**config.mk**
```make
export PLATFORM = sky130hd
export DESIGN_NAME = cpu_interrupt_priority_bits
export DESIGN_NICKNAME = d
export VERILOG_FILES = /design/src/logic/prio_bits_pkg.sv /design/src/logic/cpu_interrupt_priority_bits.sv
export SDC_FILE = /design/constraint.sdc
export NUM_CORES = 1
export LEC_CHECK = 0
export BUFFER_PORTS_ARGS = -buffer_cell sky130_fd_sc_hd__buf_4
export CAP_MARGIN = 10
export CORE_MARGIN = 3
export CORE_UTILIZATION = 52
export CTS_CLUSTER_DIAMETER = 80
export CTS_CLUSTER_SIZE = 8
export DETAILED_ROUTE_END_ITERATION = 10
export GPL_ROUTABILITY_DRIVEN = 0
export PLACE_DENSITY_LB_ADDON = 0.2
export SKIP_LAST_GASP = 1
export SLEW_MARGIN = 20
export SYNTH_ARGS = -nofsm -noshare
export SYNTH_HDL_FRONTEND = slang
export SYNTH_SLANG_ARGS = --single-unit
```
**constraint.sdc**
```tcl
create_clock -name pclk -period 3.55 [get_ports pclk]
set_input_delay 0.1775 -clock pclk [delete_from_list [all_inputs] [get_ports pclk]]
set_output_delay 0.1775 -clock pclk [all_outputs]
set_load 0.02 [all_outputs]
```
**src/logic/prio_bits_pkg.sv**
```systemverilog
package prio_bits_pkg;
	localparam int unsigned DATA_W       = 32;
	localparam int unsigned ADDR_W       = 8;
	// byte addresses of the register words
	localparam logic [7:0]  CC_OFFSET    = 8'h00;
	localparam logic [7:0]  VPRIO_OFFSET = 8'h04;
	localparam int unsigned VPRIO_REGS   = 4;
	localparam int unsigned PAIRS_PER_REG = 4;
	// field positions in the condition code register
	localparam int unsigned PRIO_HI_POS  = 5;
	localparam int unsigned PRIO_LO_POS  = 3;
	localparam int unsigned STORED_W     = 6;
	localparam logic [1:0]  FIXED_ONES   = 2'h3;
	// value after reset: bits 5..0 = 1 0 1 0 1 0, bit 4 taken as 0
	localparam logic [5:0]  CC_RESET     = 6'h2A;
	localparam logic [1:0]  VPRIO_RESET  = 2'h3;
	localparam logic [3:0]  READ_ONLY_HI = 4'hF;
	// priority pair codes {high, low}
	localparam logic [1:0]  PAIR_LEVEL0  = 2'h2;
	localparam logic [1:0]  PAIR_LEVEL1  = 2'h1;
	localparam logic [1:0]  PAIR_LEVEL2  = 2'h0;
	localparam logic [1:0]  PAIR_LEVEL3  = 2'h3;
	typedef logic [1:0] prio_pair_t;
endpackage : prio_bits_pkg

```
**src/logic/cpu_interrupt_priority_bits.sv**
```systemverilog
`timescale 1ns/1ns
module cpu_interrupt_priority_bits
	import prio_bits_pkg::*;
#(
	parameter int unsigned NUM_VECTORS = 14
) (
	input  wire logic                          pclk,
	input  wire logic                          presetn,
	input  wire logic                          psel,
	input  wire logic                          penable,
	input  wire logic                          pwrite,
	input  wire logic [prio_bits_pkg::ADDR_W-1:0] paddr,
	input  wire logic [prio_bits_pkg::DATA_W-1:0] pwdata,
	output logic      [prio_bits_pkg::DATA_W-1:0] prdata,
	output logic                               pready,
	output logic                               pslverr,
	input  wire logic                          irq_entry,
	input  wire logic [3:0]                    irq_vector,
	input  wire logic                          irq_top,
	input  wire logic                          irq_enable_instr,
	input  wire logic                          irq_disable_instr,
	input  wire logic                          halt_instr,
	input  wire logic                          wait_for_irq_instr,
	input  wire logic                          irq_return_instr,
	input  wire logic                          pop_cc_instr,
	input  wire logic [7:0]                    pop_data,
	output logic      [7:0]                    cc_value,
	output logic                               priority_bit_high,
	output logic                               priority_bit_low,
	output logic      [1:0]                    run_level,
	output logic                               maskable_blocked
);
	import prio_bits_pkg::*;

	initial begin
		if (NUM_VECTORS < 1 || NUM_VECTORS > 14)
			$error("NUM_VECTORS must lie between 1 and 14");
	end

	////////////////////////////////////////////////////////////////////////////
	// storage

	logic [STORED_W-1:0] cc_reg;
	logic [STORED_W-1:0] cc_next;
	prio_pair_t          vprio_reg [VPRIO_REGS*PAIRS_PER_REG];
	logic [DATA_W-1:0]   prdata_reg;
	logic [DATA_W-1:0]   prdata_next;

	////////////////////////////////////////////////////////////////////////////
	// apb decode

	wire        setup_phase = psel & ~penable;
	wire        access      = psel & penable;
	wire        hit_cc      = (paddr == CC_OFFSET);
	wire [7:0]  vp_rel      = paddr - VPRIO_OFFSET;
	wire        hit_vprio   = (paddr >= VPRIO_OFFSET) && (vp_rel[1:0] == 2'h0)
	                          && (vp_rel[7:2] < 6'(VPRIO_REGS));
	wire [1:0]  vp_index    = vp_rel[3:2];
	wire        mapped      = hit_cc | hit_vprio;
	wire        wr_cc       = access & pwrite & hit_cc;
	wire        wr_vprio    = access & pwrite & hit_vprio;

	// zero wait states: read data is captured at the setup edge
	assign pready  = access;
	assign pslverr = access & ~mapped;
	assign prdata  = prdata_reg;

	////////////////////////////////////////////////////////////////////////////
	// condition code view

	assign cc_value          = {FIXED_ONES, cc_reg};
	assign priority_bit_high = cc_reg[PRIO_HI_POS];
	assign priority_bit_low  = cc_reg[PRIO_LO_POS];

	wire prio_pair_t cur_pair = {priority_bit_high, priority_bit_low};

	assign run_level = (cur_pair == PAIR_LEVEL0) ? 2'h0 :
	                   (cur_pair == PAIR_LEVEL1) ? 2'h1 :
	                   (cur_pair == PAIR_LEVEL2) ? 2'h2 : 2'h3;
	assign maskable_blocked = (cur_pair == PAIR_LEVEL3);

	////////////////////////////////////////////////////////////////////////////
	// vector priority registers

	// unused or out of range vectors fall back to level 3, the safe choice
	wire        vec_ok     = (32'(irq_vector) < NUM_VECTORS);
	wire prio_pair_t vec_pair = vec_ok ? vprio_reg[irq_vector] : PAIR_LEVEL3;
	wire prio_pair_t entry_pair = irq_top ? PAIR_LEVEL3 : vec_pair;

	genvar gv;
	generate
		for (gv = 0; gv < VPRIO_REGS*PAIRS_PER_REG; gv++) begin : g_vprio
			localparam int unsigned REG_I = gv / PAIRS_PER_REG;
			localparam int unsigned BIT_I = 2 * (gv % PAIRS_PER_REG);
			wire prio_pair_t wr_pair = pwdata[BIT_I +: 2];
			// level 0 cannot be written, old value is kept
			wire wr_hit = wr_vprio && (vp_index == 2'(REG_I)) && (wr_pair != PAIR_LEVEL0)
			              && (gv < NUM_VECTORS);
			always_ff @(posedge pclk or negedge presetn) begin
				if (!presetn)
					vprio_reg[gv] <= VPRIO_RESET;
				else if (wr_hit)
					vprio_reg[gv] <= wr_pair;
			end
		end
	endgenerate

	////////////////////////////////////////////////////////////////////////////
	// next value of the condition code bits

	// core events win over a software bus write in the same cycle
	always_comb begin
		cc_next = cc_reg;
		if (irq_entry) begin
			cc_next[PRIO_HI_POS] = entry_pair[1];
			cc_next[PRIO_LO_POS] = entry_pair[0];
		end else if (irq_return_instr || pop_cc_instr) begin
			cc_next = pop_data[STORED_W-1:0];
		end else if (irq_disable_instr) begin
			cc_next[PRIO_HI_POS] = PAIR_LEVEL3[1];
			cc_next[PRIO_LO_POS] = PAIR_LEVEL3[0];
		end else if (irq_enable_instr || halt_instr || wait_for_irq_instr) begin
			cc_next[PRIO_HI_POS] = PAIR_LEVEL0[1];
			cc_next[PRIO_LO_POS] = PAIR_LEVEL0[0];
		end else if (wr_cc) begin
			cc_next = pwdata[STORED_W-1:0];
		end
	end

	always_ff @(posedge pclk or negedge presetn) begin
		if (!presetn)
			cc_reg <= CC_RESET;
		else
			cc_reg <= cc_next;
	end

	////////////////////////////////////////////////////////////////////////////
	// read data

	always_comb begin
		prdata_next = prdata_reg;
		if (setup_phase) begin
			prdata_next = '0;
			if (hit_cc) begin
				prdata_next[7:0] = cc_value;
			end else if (hit_vprio) begin
				prdata_next[7:0] = {vprio_reg[4*vp_index+3], vprio_reg[4*vp_index+2],
				                    vprio_reg[4*vp_index+1], vprio_reg[4*vp_index]};
				if (vp_index == 2'(VPRIO_REGS-1))
					prdata_next[7:4] = READ_ONLY_HI;
			end
		end
	end

	always_ff @(posedge pclk or negedge presetn) begin
		if (!presetn)
			prdata_reg <= '0;
		else
			prdata_reg <= prdata_next;
	end

	logic rst_seen;
	always_ff @(posedge pclk or negedge presetn) begin
		if (!presetn)
			rst_seen <= 1'b1;
		else
			rst_seen <= 1'b0;
	end
endmodule : cpu_interrupt_priority_bits

```
==> results of run 1 <==
==> power breakdown <==
group / internal [uW] / leakage, uW / total [uW] / switching (uW)
clock: 140 / 0.0000428 / 296 / 157
sequential: 501 / 0.000465 / 516 / 14.7
combinational: 90.5 / 0.00101 / 217 / 127
total: 731 / 0.00152 / 1030 / 298
==> synth_stat cells, types with 4 or more instances <==
cell,n,area share [%]
mux2i_1,12,4.4
nand3b_1,8,2.2
mux4_2,6,5.0
a21o_1,12,3.3
buf_4,28,7.7
o21ai_0,10,1.8
ha_1,8,3.7
inv_1,11,1.5
and3_1,12,2.8
buf_2,4,0.73
nand2_1,4,0.55
a22oi_1,6,1.7
nor2_1,18,2.5
dfrtp_1,11,10
a21oi_1,15,2.8
dfstp_2,31,30
o21a_1,13,3.6
nor3_1,7,1.3
a22o_1,4,1.3
nand2b_1,4,0.92
nand3_1,7,1.3
mux2_2,5,2.1
clkbuf_1,4,0.55
nor2b_1,6,1.4
==> layout make-up <==
| cell class | instances | area [sq um] | area share, % |
|---|---|---|---|
| sequential | 42 | 1090 | 34.2 |
| multi-input combinational | 204 | 1430 | 44.9 |
| clock buffer | 7 | 76.3 | 2.39 |
| clock inverter | 1 | 6.26 | 0.196 |
| tap | 67 | 83.8 | 2.63 |
| timing repair buffer | 61 | 460 | 14.4 |
| inverter | 11 | 41.3 | 1.30 |
==> worst max-delay path: stages <==
cell and delay (ns):
buf_4 0.19, inv_1 0.11, ha_1 0.28, o41a_1 0.50, nor2_2 0.69, nand3_1 0.22, a21o_1 0.23
==> metal layers <==
layer	up-vias	track usage [%]	routed length, um
met2	79	32.4	2840
li1	1032	-	-
met5	-	0	0
met3	6	4.93	421
met4	0	4.02	51
met1	1014	27.9	2750
==> through the flow <==
step	std cells	util (%)	total power [uW]	worst slack, ns
6_report	393	65.3	1030	1.38
3_3_place_gp	384	63.4	737	1.18
5_1_grt	393	65.3	1080	1.29
2_1_floorplan	295	-	669	1.32
3_5_place_dp	384	63.4	740	1.14
4_1_cts	393	65.3	1040	1.45
==> layout by cell type (no fill, tap or decap), types with 5 or more instances in the layout <==
| master | count |
|---|---|
| and3_1 | 12 |
| mux4_2 | 6 |
| mux2_2 | 5 |
| a21o_1 | 12 |
| o21ai_0 | 10 |
| nor3_1 | 7 |
| nand3b_1 | 8 |
| clkbuf_8 | 5 |
| dfrtp_1 | 11 |
| conb_1 | 26 |
| nand3_1 | 7 |
| mux2i_1 | 12 |
| a22oi_1 | 6 |
| inv_1 | 11 |
| o21a_1 | 13 |
| a21oi_1 | 15 |
| buf_4 | 60 |
| nor2_1 | 18 |
| dfstp_2 | 31 |
| ha_1 | 8 |
| nor2b_1 | 6 |
==> logic make-up after synthesis <==
kind of cell	count (synthesis)
buffers and inverters	49
adder cells (fa/ha/maj)	8
AND/OR/NAND/NOR	78
multiplexers	23
AO/OA/AOI/OAI	69
other	2
flip-flops	42
==> final timing paths <==
check / slack [ns] / startpoint / endpoint / cells after the start
max: 1.38 / paddr[2] / vprio_reg[30] / 7
min: 0.17 / pwdata[0] / vprio_reg[6] / 2
max reg2reg: 1.92 / vprio_reg[22] / cc_reg[3] / 5
min reg2reg: 0.51 / prdata[6] / prdata[6] / 1
max in group asynchronous: 2.77 / presetn / vprio_reg[31] / 2
min in group asynchronous: 0.42 / presetn / cc_reg[2] / 2
==> results.tsv, run 1 <==
metric	value	unit
cp_max_fo	24	
dr.pass1.iters	4	
ys.flop_type	dfstp_2	
cp_data_arrival_time	2.39	ns
cts_tree	built	
die_y	78.4	um
yosys-mux-area-fraction	11.4	%
synth_top_family_by_area	compound AO/OA/AOI/OAI gates	
drv_slew	0	
slew_headroom	43.9	%
finalCritPeriodShare	61.2	%
dp_hpwl	4770	um
wirelength	6060	um
crit_type	input pin to register	
yosysWarnings	0	
outcome	complete, no violations	
ioPinCount	112	
grt_pass1_vias	2006	
syn_avg_cell_area	10.1	sq um
synth_edf_count	0	
overflow	0	
ir_drop	242	uV
synthArstFlopShare	100	%
routedWlPerCell	15.4	um
clock_skew	0.00410	ns
clock_tree.root_cell	clkbuf_8	
grt_max_degree	43	
antenna_found_initial	0	
synth_xor_area_share	0	%
max_freq	0.460	GHz
cts_hold_buf	1	
ys_seq_elements	42	
hp-class	input pin to register	
post_dp_cell_area	3100	sq um
num_antenna_cells	0	
cellLeakagePower	0.00152	uW
cts_sinks	42	
row_count	25	
cp-start-kind	input pin	
synth_cell_types	43	
synth_compound_area_share	17.6	%
nNetsFinal	398	
design_area	3190	sq um
hold_violations	0	
area_growth	17.0	%
tightest_slew	0.841	ns
final_antenna_net_count	0	
synth_fa_ha_area_share	3.67	%
setup_tns	0	ns
clk_latency	0.29	ns
cts_setup_buffers	0	
core_area	4880	sq um
syn_inst	271	
portBuffers	59	
dieArea	6140	sq um
via_per_inst	5.42	
rsz0062_at_grt	false	
cp-end-kind	register	
ys_seq_area_share	40.0	%
period_needed	2.17	ns
yosys.area_share.simple	16.2	%
grt_first_pass_wirelength	9840	um
fin_hold_ws	0.167	ns
worst_ep_required_time	3.77	ns
synthesis.area	2720	sq um
htreeDepth	2	
drc	0	
clk_pin_slew_worst_paths	0.08	ns
setup_viol	0	
initial_utilization	55.8	%
layout-drive-gt1-share	34.7	%
numCtsBuffers	5	
track_usage	20.2	%
drt_iter0_markers	70	
fillCellCount	437	
cts_resized	0	
largest_reg_flops	28	
cts_max_path_buffers	2	
vias	2131	
power.density	323	nW/um^2
drv_cap	0	
fp.dieW	78.4	um
Note: power is estimated with default switching activity, not from simulation.
==> run 2: changes to the inputs <==
--- a/config.mk
+++ b/config.mk
@@ -8,7 +8,7 @@
 export BUFFER_PORTS_ARGS = -buffer_cell sky130_fd_sc_hd__buf_4
 export CAP_MARGIN = 10
 export CORE_MARGIN = 3
-export CORE_UTILIZATION = 52
+export CORE_UTILIZATION = 49
 export CTS_CLUSTER_DIAMETER = 80
 export CTS_CLUSTER_SIZE = 8
 export DETAILED_ROUTE_END_ITERATION = 10
==> constraint.sdc (replaced) <==
create_clock -name pclk -period 2.15 [get_ports pclk]
set_input_delay 0.1075 -clock pclk [delete_from_list [all_inputs] [get_ports pclk]]
set_output_delay 0.1075 -clock pclk [all_outputs]
set_load 0.02 [all_outputs]
==> results.tsv, run 2 (synthesized netlist as in run 1, its figures left out) <==
metric	value	unit	change
portBuffers	59		unchanged
numCtsBuffers	5		unchanged
grt_first_pass_wirelength	10000	um	was 9840 um
cts_max_path_buffers	2		unchanged
via_per_inst	5.32		was 5.42
final_common_cell	buf_4		unchanged
num_antenna_cells	0		unchanged
crit_type	input pin to register		unchanged
slew_headroom	63.6	%	was 43.9%
cellLeakagePower	0.00156	uW	was 0.00152 uW
fin_hold_ws	0.0953	ns	was 0.167 ns
power.density	558	nW/um^2	was 323 nW/um^2
cpMaxStageDelayCell	or4_4		was nor2_2
max_freq	0.562	GHz	
regArea	1090	sq um	unchanged
grt-busiest-layer	met2		unchanged
hp-class	input pin to register		unchanged
die_y	80.6	um	was 78.4 um
post_dp_cell_area	3160	sq um	was 3100 sq um
drv_cap	0		unchanged
fillCellCount	463		was 437
pwr-share-seq	46.6	%	was 50.1%
fp.dieW	80.6	um	was 78.4 um
grt_use_met2	32.6	%	was 32.4%
cp_data_arrival_time	2.00	ns	was 2.39 ns
setup_tns	0	ns	unchanged
use_met3	3.70	%	was 4.93%
cp-start-kind	input pin		unchanged
routedWlPerCell	15.3	um	was 15.4 um
swShare	27.2	%	was 29.0%
dr.pass1.iters	4		unchanged
clock_skew	0.0105	ns	was 0.00410 ns
htreeDepth	2		unchanged
clk_latency	0.29	ns	about the same
cts_tree	built		unchanged
finalCritPeriodShare	82.7	%	
power_frac_comb	19.9	%	was 21.1%
vias	2139		was 2,131
antenna_found_initial	0		unchanged
nNetsFinal	404		was 398
layout-drive-gt1-share	35.8	%	was 34.7%
drv_slew	0		unchanged
grt_pass1_vias	2059		was 2,006
core_area	5240	sq um	was 4880 sq um
p_switching	497	uW	was 298 uW
area_growth	20.2	%	was 17.0%
wirelength	6170	um	was 6060 um
drt_iter0_markers	85		was 70
r2r_slack	0.48	ns	was 1.92 ns
final_antenna_net_count	0		unchanged
cts_sinks	42		unchanged
final_util	62.5	%	was 65.3%
cp_max_fo	8		was 24
ioPinCount	112		unchanged
clk_pin_slew_worst_paths	0.08	ns	about the same
tightest_slew	0.539	ns	was 0.841 ns
path_cells	buf_4 > inv_1 > ha_1 > or3b_2 > or4_4 > a21oi_4 > nor2_1 > a21oi_1		was buf_4 > inv_1 > ha_1 > o41a_1 > nor2_2 > nand3_1 > a21o_1
ir_drop	395	uV	was 242 uV
largest_reg_flops	28		unchanged
dp_slack	0.0686	ns	was 1.14 ns
clock_tree.root_cell	clkbuf_8		unchanged
cts_resized	0		unchanged
grt_util_met1	27.1	%	was 27.9%
p_int	1330	uW	was 731 uW
worst_slack	0.372	ns	was 1.38 ns
setup_viol	0		unchanged
row_count	26		was 25
drc	0		unchanged
cp-end-kind	register		unchanged
dieArea	6490	sq um	was 6140 sq um
track_usage	20.3	%	was 20.2%
dp_hpwl	4890	um	was 4770 um
initial_utilization	52.0	%	was 55.8%
period_needed	1.78	ns	
power_frac_clock	33.4	%	was 28.8%
grt_max_degree	43		unchanged
multiInputGateArea	1430	sq um	unchanged
final_cell_mix	buf_4, dfstp_2, conb_1		unchanged
overflow	0		unchanged
worst_ep_required_time	2.37	ns	was 3.77 ns
slowest_delay	0.54	ns	was 0.69 ns
rsz0062_at_grt	false		unchanged
outcome	complete, no violations		unchanged
hold_violations	0		unchanged
design_area	3270	sq um	was 3190 sq um
run 2: cell count changes in the layout (fill, tap and decap cells not counted), sizes merged:
cell,change
buf,+6
bufinv,+1
inv,-1
run 2: metrics by stage:
step,cells,power [uW]
finish,402,1830
global route,402,1910
CTS,402,1840
detailed placement,393,1230
global placement,393,1220
floorplan,295,1100
run 2: worst paths after layout:
check | start | endpoint | cells past startpoint
min in group asynchronous | presetn | prdata[1] | 2
worst max register to register | vprio_reg[13] | cc_reg[5] | 5
worst max-delay path | paddr[3] | cc_reg[1] | 8
worst min register to register | prdata[7] | prdata[7] | 1
worst min-delay path | pwdata[0] | vprio_reg[6] | 2
max in group asynchronous | presetn | cc_reg[5] | 2
run 2: critical path, delay by kind of cell:
| kind | cells | cell delay, ns |
|---|---|---|
| AOI/OAI and AO/OA | 2 | 0.43 |
| adders and majority gates | 1 | 0.15 |
| buffers and inverters | 2 | 0.23 |
| and+or+nand+nor | 3 | 1.07 |
run 2: per-layer routing:
metal	routed length [um]	up-vias
li1	-	1041
met1	2620	999
met2	2940	93
met3	527	6
met4	80	0
met5	0	-
run 2: final cells by class:
class                   count  share of cell area [%]
multi-input cells         204                    43.7
flip-flops and latches     42                    33.3
repair buffers             67                    15.8
well taps                  70                    2.68
clock buffers               7                    2.33
inverters                  11                    1.26
clock inverters             1                   0.917
run 2: power groups by stage:
stage | clock (uW) | combinational (uW) | sequential [uW]
after CTS | 623 | 366 | 851
after global placement | 0 | 359 | 864
after detailed placement | 0 | 363 | 864
after floorplan | 0 | 228 | 876
after global routing | 654 | 402 | 855
final | 610 | 364 | 851
run 2: what timing repair did:
item | 4_1_cts | 5_1_grt
hold endpoints to repair | 11 | 0
buffers inserted | 0 | 0
hold buffers | 1 | 0
